### src/arc_pkg.sv
// arc_pkg: register map, field positions, reset values and dividers
// for the auto-reload capture timer; assumes a 32-bit apb slave.
package arc_pkg;

  // register byte addresses, one aligned word each
  localparam logic [7:0] ARC_ADDR_CTRL = 8'h00; // timer_control_reg
  localparam logic [7:0] ARC_ADDR_RLL = 8'h04; // reload_low_byte
  localparam logic [7:0] ARC_ADDR_RLH = 8'h08; // reload_high_byte
  localparam logic [7:0] ARC_ADDR_CNTL = 8'h0C; // count_low_byte
  localparam logic [7:0] ARC_ADDR_CNTH = 8'h10; // count_high_byte
  localparam logic [7:0] ARC_ADDR_CLOCK_CONTROL_REG = 8'h14; // clock_control_reg
  localparam logic [7:0] ARC_ADDR_EIE = 8'h18; // ext_irq_enable_reg
  localparam logic [7:0] ARC_ADDR_STAT = 8'h1C; // sticky event status
  localparam logic [7:0] ARC_ADDR_MASK = 8'h20; // event mask

  // timer_control_reg fields
  localparam int ARC_CTRL_HOF = 7; // high_overflow_flag
  localparam int ARC_CTRL_LOF = 6; // low_overflow_flag
  localparam int ARC_CTRL_LBIE = 5; // low_byte_irq_en
  localparam int ARC_CTRL_CAPEN = 4; // capture_enable
  localparam int ARC_CTRL_SPLIT = 3; // split_mode_sel
  localparam int ARC_CTRL_RUN = 2; // run_control
  localparam int ARC_CTRL_XCLK = 0; // ext_clock_select, two bits
  localparam int ARC_XCLK_CAPSEL = 1; // bit of ext_clock_select picking trigger

  // clock_control_reg and ext_irq_enable_reg fields
  localparam int ARC_CK_LOW = 0; // low_byte_clk_sel
  localparam int ARC_CK_HIGH = 1; // high_byte_clk_sel
  localparam int ARC_EIE_TMR = 7; // timer interrupt enable

  // event status bits
  localparam int ARC_EV_HOF = 0;
  localparam int ARC_EV_LOF = 1;
  localparam int ARC_EV_CAP = 2;
  localparam int ARC_EV_W = 3;

  // external clock select encodings
  localparam logic [1:0] ARC_XCLK_DIV12A = 2'h0;
  localparam logic [1:0] ARC_XCLK_EXT8 = 2'h1;
  localparam logic [1:0] ARC_XCLK_DIV12B = 2'h2;
  localparam logic [1:0] ARC_XCLK_CMP1 = 2'h3;

  // dividers: last count value of each prescaler
  localparam logic [3:0] ARC_DIV12_LAST = 4'hB;
  localparam logic [2:0] ARC_DIV8_LAST = 3'h7;

  localparam logic [7:0] ARC_BYTE_RST = 8'h00;
  localparam logic [7:0] ARC_BYTE_MAX = 8'hFF;
  localparam logic [7:0] ARC_BYTE_ONE = 8'h01;
  localparam logic [31:0] ARC_RDATA_RST = 32'h0000_0000;

endpackage

### src/arc_sync_edge.sv
// arc_sync_edge: two-flop synchroniser with rising-edge detect.
// assumes din may change at any time relative to clk.
`timescale 1ns/10ps
module arc_sync_edge (
  input wire logic clk,
  input wire logic reset_n,
  input wire logic ce,
  input wire logic din,
  output logic rise
);
  logic meta_reg; // first stage, read only by the second
  logic sync_reg; // settled level
  logic prev_reg; // level one cycle ago, for the edge

  // synchroniser chain; the edge is taken after the second stage only
  always_ff @(posedge clk or negedge reset_n) begin
    if (!reset_n) begin
      meta_reg <= 1'b0;
      sync_reg <= 1'b0;
      prev_reg <= 1'b0;
    end else if (ce) begin
      meta_reg <= din;
      sync_reg <= meta_reg;
      prev_reg <= sync_reg;
    end
  end

  // one-cycle pulse on a settled rising edge
  assign rise = sync_reg & ~prev_reg;
endmodule

### src/arc_timer.sv
// arc_timer: 16-bit / dual 8-bit auto-reload timer with capture, apb slave.
// assumes comparator and oscillator inputs are asynchronous; all else on CLK.
//
// Design decisions made here: register access over APB and the register addresses.
`timescale 1ns/10ps

// Overview of operation
// - two count bytes, split bit picks mode
// - four clock sources, slow ones synchronised
// - 16-bit wrap outside capture mode reloads pair, sets high flag
// - timer enable requests interrupt on overflow
// - low-byte enable adds low wrap interrupts
// - split bytes reload from own reload byte
// - split: run gates high only, low free
// - per-byte clock select and external select decode
// - each byte wrap sets its own flag, bar the high flag on a capture-mode 16-bit wrap
// - split interrupts: high, or either with enable
// - flags cleared only by software writes
// - capture on comparator edge or ext/8
// - capture copies count to reload, sets flag
// - capture enable lives at control bit four
module arc_timer (
  input wire logic CLK,
  input wire logic RESET_N,
  input wire logic CE,
  input wire logic PSEL,
  input wire logic PENABLE,
  input wire logic PWRITE,
  input wire logic [7:0] PADDR,
  input wire logic [31:0] PWDATA,
  output logic [31:0] PRDATA,
  output logic PREADY,
  output logic PSLVERR,
  input wire logic COMP1,
  input wire logic EXT_OSC,
  output logic TIMER_IRQ,
  output logic IRQ
);
  import arc_pkg::*;

  logic [7:0] ctrl_reg; // timer_control_reg
  logic [7:0] rll_reg; // reload_low_byte
  logic [7:0] rlh_reg; // reload_high_byte
  logic [7:0] cntl_reg; // count_low_byte
  logic [7:0] cnth_reg; // count_high_byte
  logic [1:0] clock_control_reg_reg; // clock_control_reg, two used bits
  logic eie_reg; // timer interrupt enable
  logic [ARC_EV_W-1:0] stat_reg; // sticky events
  logic [ARC_EV_W-1:0] mask_reg; // event mask
  logic [31:0] prdata_reg; // read data, loaded in setup phase
  logic [3:0] div12_reg; // system clock prescaler
  logic [2:0] div8_reg; // external edge prescaler

  logic [7:0] cntl_next;
  logic [7:0] cnth_next;
  logic lo_ovf; // low byte wrap this cycle
  logic hi_ovf; // high byte / 16-bit wrap this cycle
  logic cap_evt; // capture trigger this cycle
  logic tick_sys12; // system clock / 12
  logic tick_ext8; // external clock / 8
  logic cmp_rise; // synchronised comparator edge
  logic ext_rise; // synchronised oscillator edge
  logic tick_lo; // selected low byte tick
  logic tick_hi; // selected high byte tick

  // apb qualifiers; nothing is taken while CE is low
  logic setup_ph;
  logic access_ph;
  logic wr_acc;
  assign setup_ph = CE & PSEL & ~PENABLE;
  assign access_ph = CE & PSEL & PENABLE;
  assign wr_acc = access_ph & PWRITE;

  // control field views
  logic split_m;
  logic run_m;
  logic cap_m;
  logic [1:0] xclk_m;
  assign split_m = ctrl_reg[ARC_CTRL_SPLIT];
  assign run_m = ctrl_reg[ARC_CTRL_RUN];
  assign cap_m = ctrl_reg[ARC_CTRL_CAPEN];
  assign xclk_m = ctrl_reg[ARC_CTRL_XCLK +: 2];

  // address hit, used by every write decode
  function automatic logic hit(input logic [7:0] a, input logic [7:0] reg_addr);
    hit = (a == reg_addr);
  endfunction

  // mapped address check for the error answer
  function automatic logic mapped(input logic [7:0] a);
    mapped = hit(a, ARC_ADDR_CTRL) | hit(a, ARC_ADDR_RLL) | hit(a, ARC_ADDR_RLH) |
      hit(a, ARC_ADDR_CNTL) | hit(a, ARC_ADDR_CNTH) | hit(a, ARC_ADDR_CLOCK_CONTROL_REG) |
      hit(a, ARC_ADDR_EIE) | hit(a, ARC_ADDR_STAT) | hit(a, ARC_ADDR_MASK);
  endfunction

  // per-byte source decode: system_clock when sel, else external select
  function automatic logic src_tick(input logic sel, input logic [1:0] xs,
                                    input logic t12, input logic t8, input logic tc);
    if (sel) begin
      src_tick = 1'b1; // every system clock
    end else begin
      case (xs)
        ARC_XCLK_DIV12A: src_tick = t12;
        ARC_XCLK_EXT8: src_tick = t8;
        ARC_XCLK_DIV12B: src_tick = t12;
        ARC_XCLK_CMP1: src_tick = tc;
        default: src_tick = 1'b0;
      endcase
    end
  endfunction

  // slow sources cross into CLK before use
  arc_sync_edge u_cmp_sync (
    .clk(CLK),
    .reset_n(RESET_N),
    .ce(CE),
    .din(COMP1),
    .rise(cmp_rise)
  );
  arc_sync_edge u_ext_sync (
    .clk(CLK),
    .reset_n(RESET_N),
    .ce(CE),
    .din(EXT_OSC),
    .rise(ext_rise)
  );

  // prescalers for /12 and external /8
  always_ff @(posedge CLK or negedge RESET_N) begin
    if (!RESET_N) begin
      div12_reg <= '0;
      div8_reg <= '0;
    end else if (CE) begin
      div12_reg <= (div12_reg == ARC_DIV12_LAST) ? '0 : div12_reg + 4'h1;
      if (ext_rise) begin
        div8_reg <= div8_reg + 3'h1; // wraps naturally at eight
      end
    end
  end
  assign tick_sys12 = (div12_reg == ARC_DIV12_LAST);
  assign tick_ext8 = ext_rise & (div8_reg == ARC_DIV8_LAST);

  // source selection per byte
  assign tick_lo = src_tick(clock_control_reg_reg[ARC_CK_LOW], xclk_m, tick_sys12, tick_ext8, cmp_rise);
  assign tick_hi = src_tick(clock_control_reg_reg[ARC_CK_HIGH], xclk_m, tick_sys12, tick_ext8, cmp_rise);

  // capture trigger: comparator edge when select bit is zero
  assign cap_evt = cap_m & (xclk_m[ARC_XCLK_CAPSEL] ? tick_ext8 : cmp_rise);

  // next count and wrap events
  always_comb begin
    cntl_next = cntl_reg;
    cnth_next = cnth_reg;
    lo_ovf = 1'b0;
    hi_ovf = 1'b0;
    if (split_m) begin
      // low byte always runs in split mode
      if (tick_lo) begin
        lo_ovf = (cntl_reg == ARC_BYTE_MAX);
        cntl_next = lo_ovf ? rll_reg : cntl_reg + ARC_BYTE_ONE;
      end
      if (run_m && tick_hi) begin
        hi_ovf = (cnth_reg == ARC_BYTE_MAX);
        cnth_next = hi_ovf ? rlh_reg : cnth_reg + ARC_BYTE_ONE;
      end
    end else if (run_m && tick_lo) begin
      lo_ovf = (cntl_reg == ARC_BYTE_MAX);
      if (lo_ovf && cnth_reg == ARC_BYTE_MAX) begin
        // full wrap: capture mode free-runs, otherwise reload the pair
        hi_ovf = ~cap_m;
        {cnth_next, cntl_next} = cap_m ? {ARC_BYTE_RST, ARC_BYTE_RST} : {rlh_reg, rll_reg};
      end else begin
        {cnth_next, cntl_next} = {cnth_reg, cntl_reg} + {ARC_BYTE_RST, ARC_BYTE_ONE};
      end
    end
  end

  // count bytes: a software write wins over counting
  always_ff @(posedge CLK or negedge RESET_N) begin
    if (!RESET_N) begin
      cntl_reg <= ARC_BYTE_RST;
      cnth_reg <= ARC_BYTE_RST;
    end else if (CE) begin
      cntl_reg <= (wr_acc && hit(PADDR, ARC_ADDR_CNTL)) ? PWDATA[7:0] : cntl_next;
      cnth_reg <= (wr_acc && hit(PADDR, ARC_ADDR_CNTH)) ? PWDATA[7:0] : cnth_next;
    end
  end

  // reload bytes: capture wins over a software write in the same cycle
  always_ff @(posedge CLK or negedge RESET_N) begin
    if (!RESET_N) begin
      rll_reg <= ARC_BYTE_RST;
      rlh_reg <= ARC_BYTE_RST;
    end else if (CE) begin
      if (cap_evt) begin
        {rlh_reg, rll_reg} <= {cnth_reg, cntl_reg};
      end else begin
        if (wr_acc && hit(PADDR, ARC_ADDR_RLL)) begin
          rll_reg <= PWDATA[7:0];
        end
        if (wr_acc && hit(PADDR, ARC_ADDR_RLH)) begin
          rlh_reg <= PWDATA[7:0];
        end
      end
    end
  end

  // control register; overflow flags set by hardware win over a write
  always_ff @(posedge CLK or negedge RESET_N) begin
    if (!RESET_N) begin
      ctrl_reg <= ARC_BYTE_RST;
    end else if (CE) begin
      if (wr_acc && hit(PADDR, ARC_ADDR_CTRL)) begin
        ctrl_reg <= PWDATA[7:0];
      end
      // flags never drop except by the write above
      if (hi_ovf || cap_evt) begin
        ctrl_reg[ARC_CTRL_HOF] <= 1'b1;
      end
      if (lo_ovf) begin
        ctrl_reg[ARC_CTRL_LOF] <= 1'b1;
      end
    end
  end

  // clock select, interrupt enable and mask
  always_ff @(posedge CLK or negedge RESET_N) begin
    if (!RESET_N) begin
      clock_control_reg_reg <= '0;
      eie_reg <= 1'b0;
      mask_reg <= '0;
    end else if (CE) begin
      if (wr_acc && hit(PADDR, ARC_ADDR_CLOCK_CONTROL_REG)) begin
        clock_control_reg_reg <= PWDATA[1:0];
      end
      if (wr_acc && hit(PADDR, ARC_ADDR_EIE)) begin
        eie_reg <= PWDATA[ARC_EIE_TMR];
      end
      if (wr_acc && hit(PADDR, ARC_ADDR_MASK)) begin
        mask_reg <= PWDATA[ARC_EV_W-1:0];
      end
    end
  end

  // sticky events; a read clears only bits it returned, so new events survive
  always_ff @(posedge CLK or negedge RESET_N) begin
    if (!RESET_N) begin
      stat_reg <= '0;
    end else if (CE) begin
      stat_reg <= (stat_reg & ~((access_ph && !PWRITE && hit(PADDR, ARC_ADDR_STAT)) ?
        prdata_reg[ARC_EV_W-1:0] : {ARC_EV_W{1'b0}})) | {cap_evt, lo_ovf, hi_ovf};
    end
  end

  // read data is latched in the setup phase so PRDATA comes from a flop
  always_ff @(posedge CLK or negedge RESET_N) begin
    if (!RESET_N) begin
      prdata_reg <= ARC_RDATA_RST;
    end else if (setup_ph) begin
      case (PADDR)
        ARC_ADDR_CTRL: prdata_reg <= {24'h00_0000, ctrl_reg};
        ARC_ADDR_RLL: prdata_reg <= {24'h00_0000, rll_reg};
        ARC_ADDR_RLH: prdata_reg <= {24'h00_0000, rlh_reg};
        ARC_ADDR_CNTL: prdata_reg <= {24'h00_0000, cntl_reg};
        ARC_ADDR_CNTH: prdata_reg <= {24'h00_0000, cnth_reg};
        ARC_ADDR_CLOCK_CONTROL_REG: prdata_reg <= {30'h0000_0000, clock_control_reg_reg};
        ARC_ADDR_EIE: prdata_reg <= {24'h00_0000, eie_reg, 7'h00};
        ARC_ADDR_STAT: prdata_reg <= {29'h0000_0000, stat_reg};
        ARC_ADDR_MASK: prdata_reg <= {29'h0000_0000, mask_reg};
        default: prdata_reg <= ARC_RDATA_RST; // unmapped reads as zero
      endcase
    end
  end

  // apb answer: zero wait states while enabled, error on unmapped address
  assign PRDATA = prdata_reg;
  assign PREADY = CE;
  assign PSLVERR = access_ph & ~mapped(PADDR);

  // timer interrupt request from the sticky overflow flags
  assign TIMER_IRQ = eie_reg & (ctrl_reg[ARC_CTRL_HOF] |
    (ctrl_reg[ARC_CTRL_LBIE] & ctrl_reg[ARC_CTRL_LOF]));
  // event interrupt: unmasked sticky bits
  assign IRQ = |(stat_reg & mask_reg);

  logic cnt_wr;
  logic rl_wr;
  logic ctrl_wr;
  assign cnt_wr = wr_acc & (hit(PADDR, ARC_ADDR_CNTL) | hit(PADDR, ARC_ADDR_CNTH));
  assign rl_wr = wr_acc & (hit(PADDR, ARC_ADDR_RLL) | hit(PADDR, ARC_ADDR_RLH));
  assign ctrl_wr = wr_acc & hit(PADDR, ARC_ADDR_CTRL);
endmodule

### config.mk
export PLATFORM = sky130hd
export DESIGN_NAME = arc_timer
export DESIGN_NICKNAME = d
export VERILOG_FILES = /design/src/arc_pkg.sv /design/src/arc_sync_edge.sv /design/src/arc_timer.sv
export SDC_FILE = /design/constraint.sdc
export NUM_CORES = 1
export LEC_CHECK = 0
export BUFFER_PORTS_ARGS = -buffer_cell sky130_fd_sc_hd__buf_2
export CORE_MARGIN = 5
export CORE_UTILIZATION = 30
export CTS_CLUSTER_DIAMETER = 200
export DETAILED_ROUTE_END_ITERATION = 8
export SYNTH_ARGS = -nofsm -noshare
export SYNTH_HDL_FRONTEND = slang
export SYNTH_SLANG_ARGS = --single-unit
### constraint.sdc
create_clock -name CLK -period 2.3 [get_ports CLK]
set_input_delay 0.115 -clock CLK [delete_from_list [all_inputs] [get_ports CLK]]
set_output_delay 0.115 -clock CLK [all_outputs]
set_load 0.05 [all_outputs]
==> run metrics <==
TritonRoute pass-1 iters 5; Final TNS setup 0 ps; DIE AREA between 15000 and 20000 sq um; # nets final 639; die height 135 um; Mean Syn Cell Area between 9 and 10 sq um; Clock transition at path regs 60 ps; critical path class flip-flop to flip-flop; largest net degree at the start of global routing 43; CP arrival 2450 ps; Synth Register Bits 70; DR iter-0 viols 401; final period demand of the worst path roughly 2200 ps; Synth Warn # 0; GPL Wtd Cong 0.919; Synth async-reset ratio 1.00; Worst setup SP type flip-flop; I/O Pins 84; Max Clock Skew about 6.1 ps; Rows 45; Post-CTS Repair Setup Buffers 0; post-synthesis sequential area ratio 0.376; Final Routed Wirelength 14700 um; DRC 0; pwr/cell area 599 nW/um^2; P_leak 2.44 nW; Pins Over Slew Limit 0; met2 GRT Util 0.256; CTS Root Cell clkbuf_16; f_max 462 MHz; period utilization 0.941; crit-path cells nand4_1 > nor4_1 > a22oi_1 > a211oi_1 > buf_4 > a21o_1; Remaining Overflow, GRT 0; Inserted Diodes 0; critical path capture point type flip-flop; WL per Instance roughly 19 um; first-pass GRT wire length roughly 23000 um; hpwl dp 11200 um; P&R area growth vs syn 19.6%; clk sinks 70; Num CTS Buffers 9; Post-synth EDFFs 0; CTS tree yes; relative max-transition margin 0.547; starting density of the core 0.307; antenna violations before repair 0; core area 15200 sq um; met1 usage 0.220; Slowest-stage cell, CP nor4_1; ys flop type dfrtp_1; RSZ-0062 raised after global routing false; status finished clean; GRT busiest layer met2; Synth Cell Area 4660 sq um; worst-margin pin slew 680 ps; max-cap viol count 0; met3 GRT Util 0.0369; Final Instance Area about 5600 sq um; critical path data required time ~2600 ps; layout cells sized above 1 0.244; min-delay worst type primary input to flip-flop; Vias 4402; # port buffers 35; final hold violation count 0; post-cts gate resize count 0; Area after DPL approximately 5200 sq um; die width 135 um; crit path buf inv count 1; routed vias/inst 5.65; via count of the first global-routing pass about 4200; clk_lat worst skew 350 ps; Setup-failing EPs final 0; global-route usage over all layers 0.163; Core Util, Final 0.367; cell family with the largest share of critical-path delay simple AND/OR/NAND/NOR gates; VDD IR max 0.453 mV; cells after synthesis 517; Detail Route Antenna Nets 0; H-Tree Depth 3; largest stage delay on the critical path 510 ps; Longest Clk Path Bufs 2; Netlist cell types 71; critical path fanouts, max 8
## worst register-to-register path, delay by kind of cell, from the launching register on
| family | cells | cell delay, ps |
|---|---|---|
| AND/OR/NAND/NOR | 2 | 750 |
| AO/OA/AOI/OAI | 3 | 670 |
| flip-flops | 1 | 500 |
| buffers and inverters | 1 | 190 |
## layout by cell type (no fill, tap or decap), types with 4 or more instances in the layout
| master | Yosys | layout |
|---|---|---|
| nor2_1 | 24 | 24 |
| o21ai_0 | 48 | 48 |
| and2_1 | 4 | 4 |
| conb_1 | 1 | 24 |
| a22o_1 | 5 | 5 |
| nand3_1 | 38 | 38 |
| xnor2_1 | 4 | 4 |
| a31oi_1 | 10 | 10 |
| o211ai_1 | 5 | 5 |
| inv_1 | 11 | 11 |
| and3_1 | 4 | 4 |
| ha_1 | 5 | 5 |
| buf_4 | 25 | 50 |
| o31ai_1 | 5 | 5 |
| nor3_1 | 14 | 14 |
| dfrtp_1 | 70 | 70 |
| and4_1 | 4 | 4 |
| a21oi_1 | 19 | 19 |
| a221oi_1 | 4 | 4 |
| nor4_1 | 6 | 6 |
| clkbuf_16 | 0 | 9 |
| a211oi_1 | 5 | 5 |
| nor2b_1 | 5 | 5 |
| a22oi_1 | 4 | 4 |
| mux2_2 | 25 | 25 |
| nand2_1 | 50 | 50 |
| nand4_1 | 13 | 13 |
| mux2i_1 | 17 | 17 |
| buf_2 | 12 | 35 |
| or4_1 | 4 | 4 |
## metal layers
layer / up-vias / wire [um]
met5: - / 0
met2: 188 / 6910
met3: 25 / 1130
met4: 0 / 323
li1: 2035 / -
met1: 2154 / 6340
## final timing paths
kind                                  start            to  slack [ps]  cells past startpoint
worst max-delay path            cnth_reg[6]   stat_reg[0]         140                      6
worst min-delay path              PWDATA[6]   cntl_reg[6]          80                      3
worst max register to register  cnth_reg[6]   stat_reg[0]         140                      6
worst min register to register    PRDATA[3]     PRDATA[3]         480                      2
max in group asynchronous           RESET_N   cnth_reg[4]        1300                      3
min in group asynchronous           RESET_N  div12_reg[2]         340                      2
## where the power goes
group / total, mW / internal [mW] / switching (mW)
combinational: 0.513 / 0.191 / 0.322
sequential: 1.42 / 1.33 / 0.0858
clock: 1.41 / 0.847 / 0.563
## what timing repair did
item | CTS | global route
endpoints found under the hold margin | 30 | 0
endpoints found under the setup margin | 0 | 0
hold buffers | 3 | 0
## layout make-up
class / instances / area (sq um)
fillers: 1528 / 9630
clock inverters: 6 / 71.3
inverters: 11 / 41.3
flip-flops and latches: 70 / 1750
multi-input cells: 404 / 2630
clock buffers: 10 / 229
repair buffers: 90 / 621
well taps: 188 / 235
## stage by stage
stage / hold WS, ps / setup slack (ps) / std cells / power [mW]
6_report: 77.8 / 135 / 779 / 3.34
3_5_place_dp: 204 / 135 / 760 / 1.95
3_3_place_gp: 184 / 124 / 760 / 1.93
4_1_cts: 66.9 / 99.0 / 779 / 3.38
5_1_grt: 79.9 / 21.4 / 779 / 3.50
2_1_floorplan: -181 / 139 / 540 / 1.81
## cell families (layout without fill, tap and decap cells)
logic type / after synthesis / count (layout) / synth area share
adders and majority gates: 5 / 5 / 0.0134
buffers and inverters: 66 / 117 / 0.0800
muxes: 43 / 43 / 0.102
other: 1 / 24 / 0.000805
AOI/OAI and AO/OA: 134 / 134 / 0.192
and+or+nand+nor: 192 / 192 / 0.224
DFF: 70 / 70 / 0.376
xor gates and xnor gates: 6 / 6 / 0.0113
## synth_stat cells (all sizes together), types with 3 or more instances
cell type,count,share of area
xnor2,4,0.0075
o211ai,5,0.0081
o31ai,8,0.018
a31oi,10,0.013
dfrtp,70,0.38
a21o,3,0.0048
mux2i,17,0.037
nor3,15,0.017
inv,11,0.0089
nor4b,3,0.0083
or2,3,0.0040
mux2,25,0.060
clkbuf,14,0.012
nand3,38,0.041
nand2,50,0.040
buf,41,0.060
nand4,13,0.017
a21oi,19,0.020
a22oi,4,0.0064
nor2b,5,0.0067
and3,4,0.0054
nor4,8,0.013
and4,4,0.0075
or4,5,0.0089
a22o,5,0.0094
and2,4,0.0054
nor2,24,0.019
a211oi,5,0.0081
a221oi,4,0.0075
ha,5,0.013
o21ai,51,0.055
or3,3,0.0040
No activity file was read; power rests on OpenSTA's default activity.
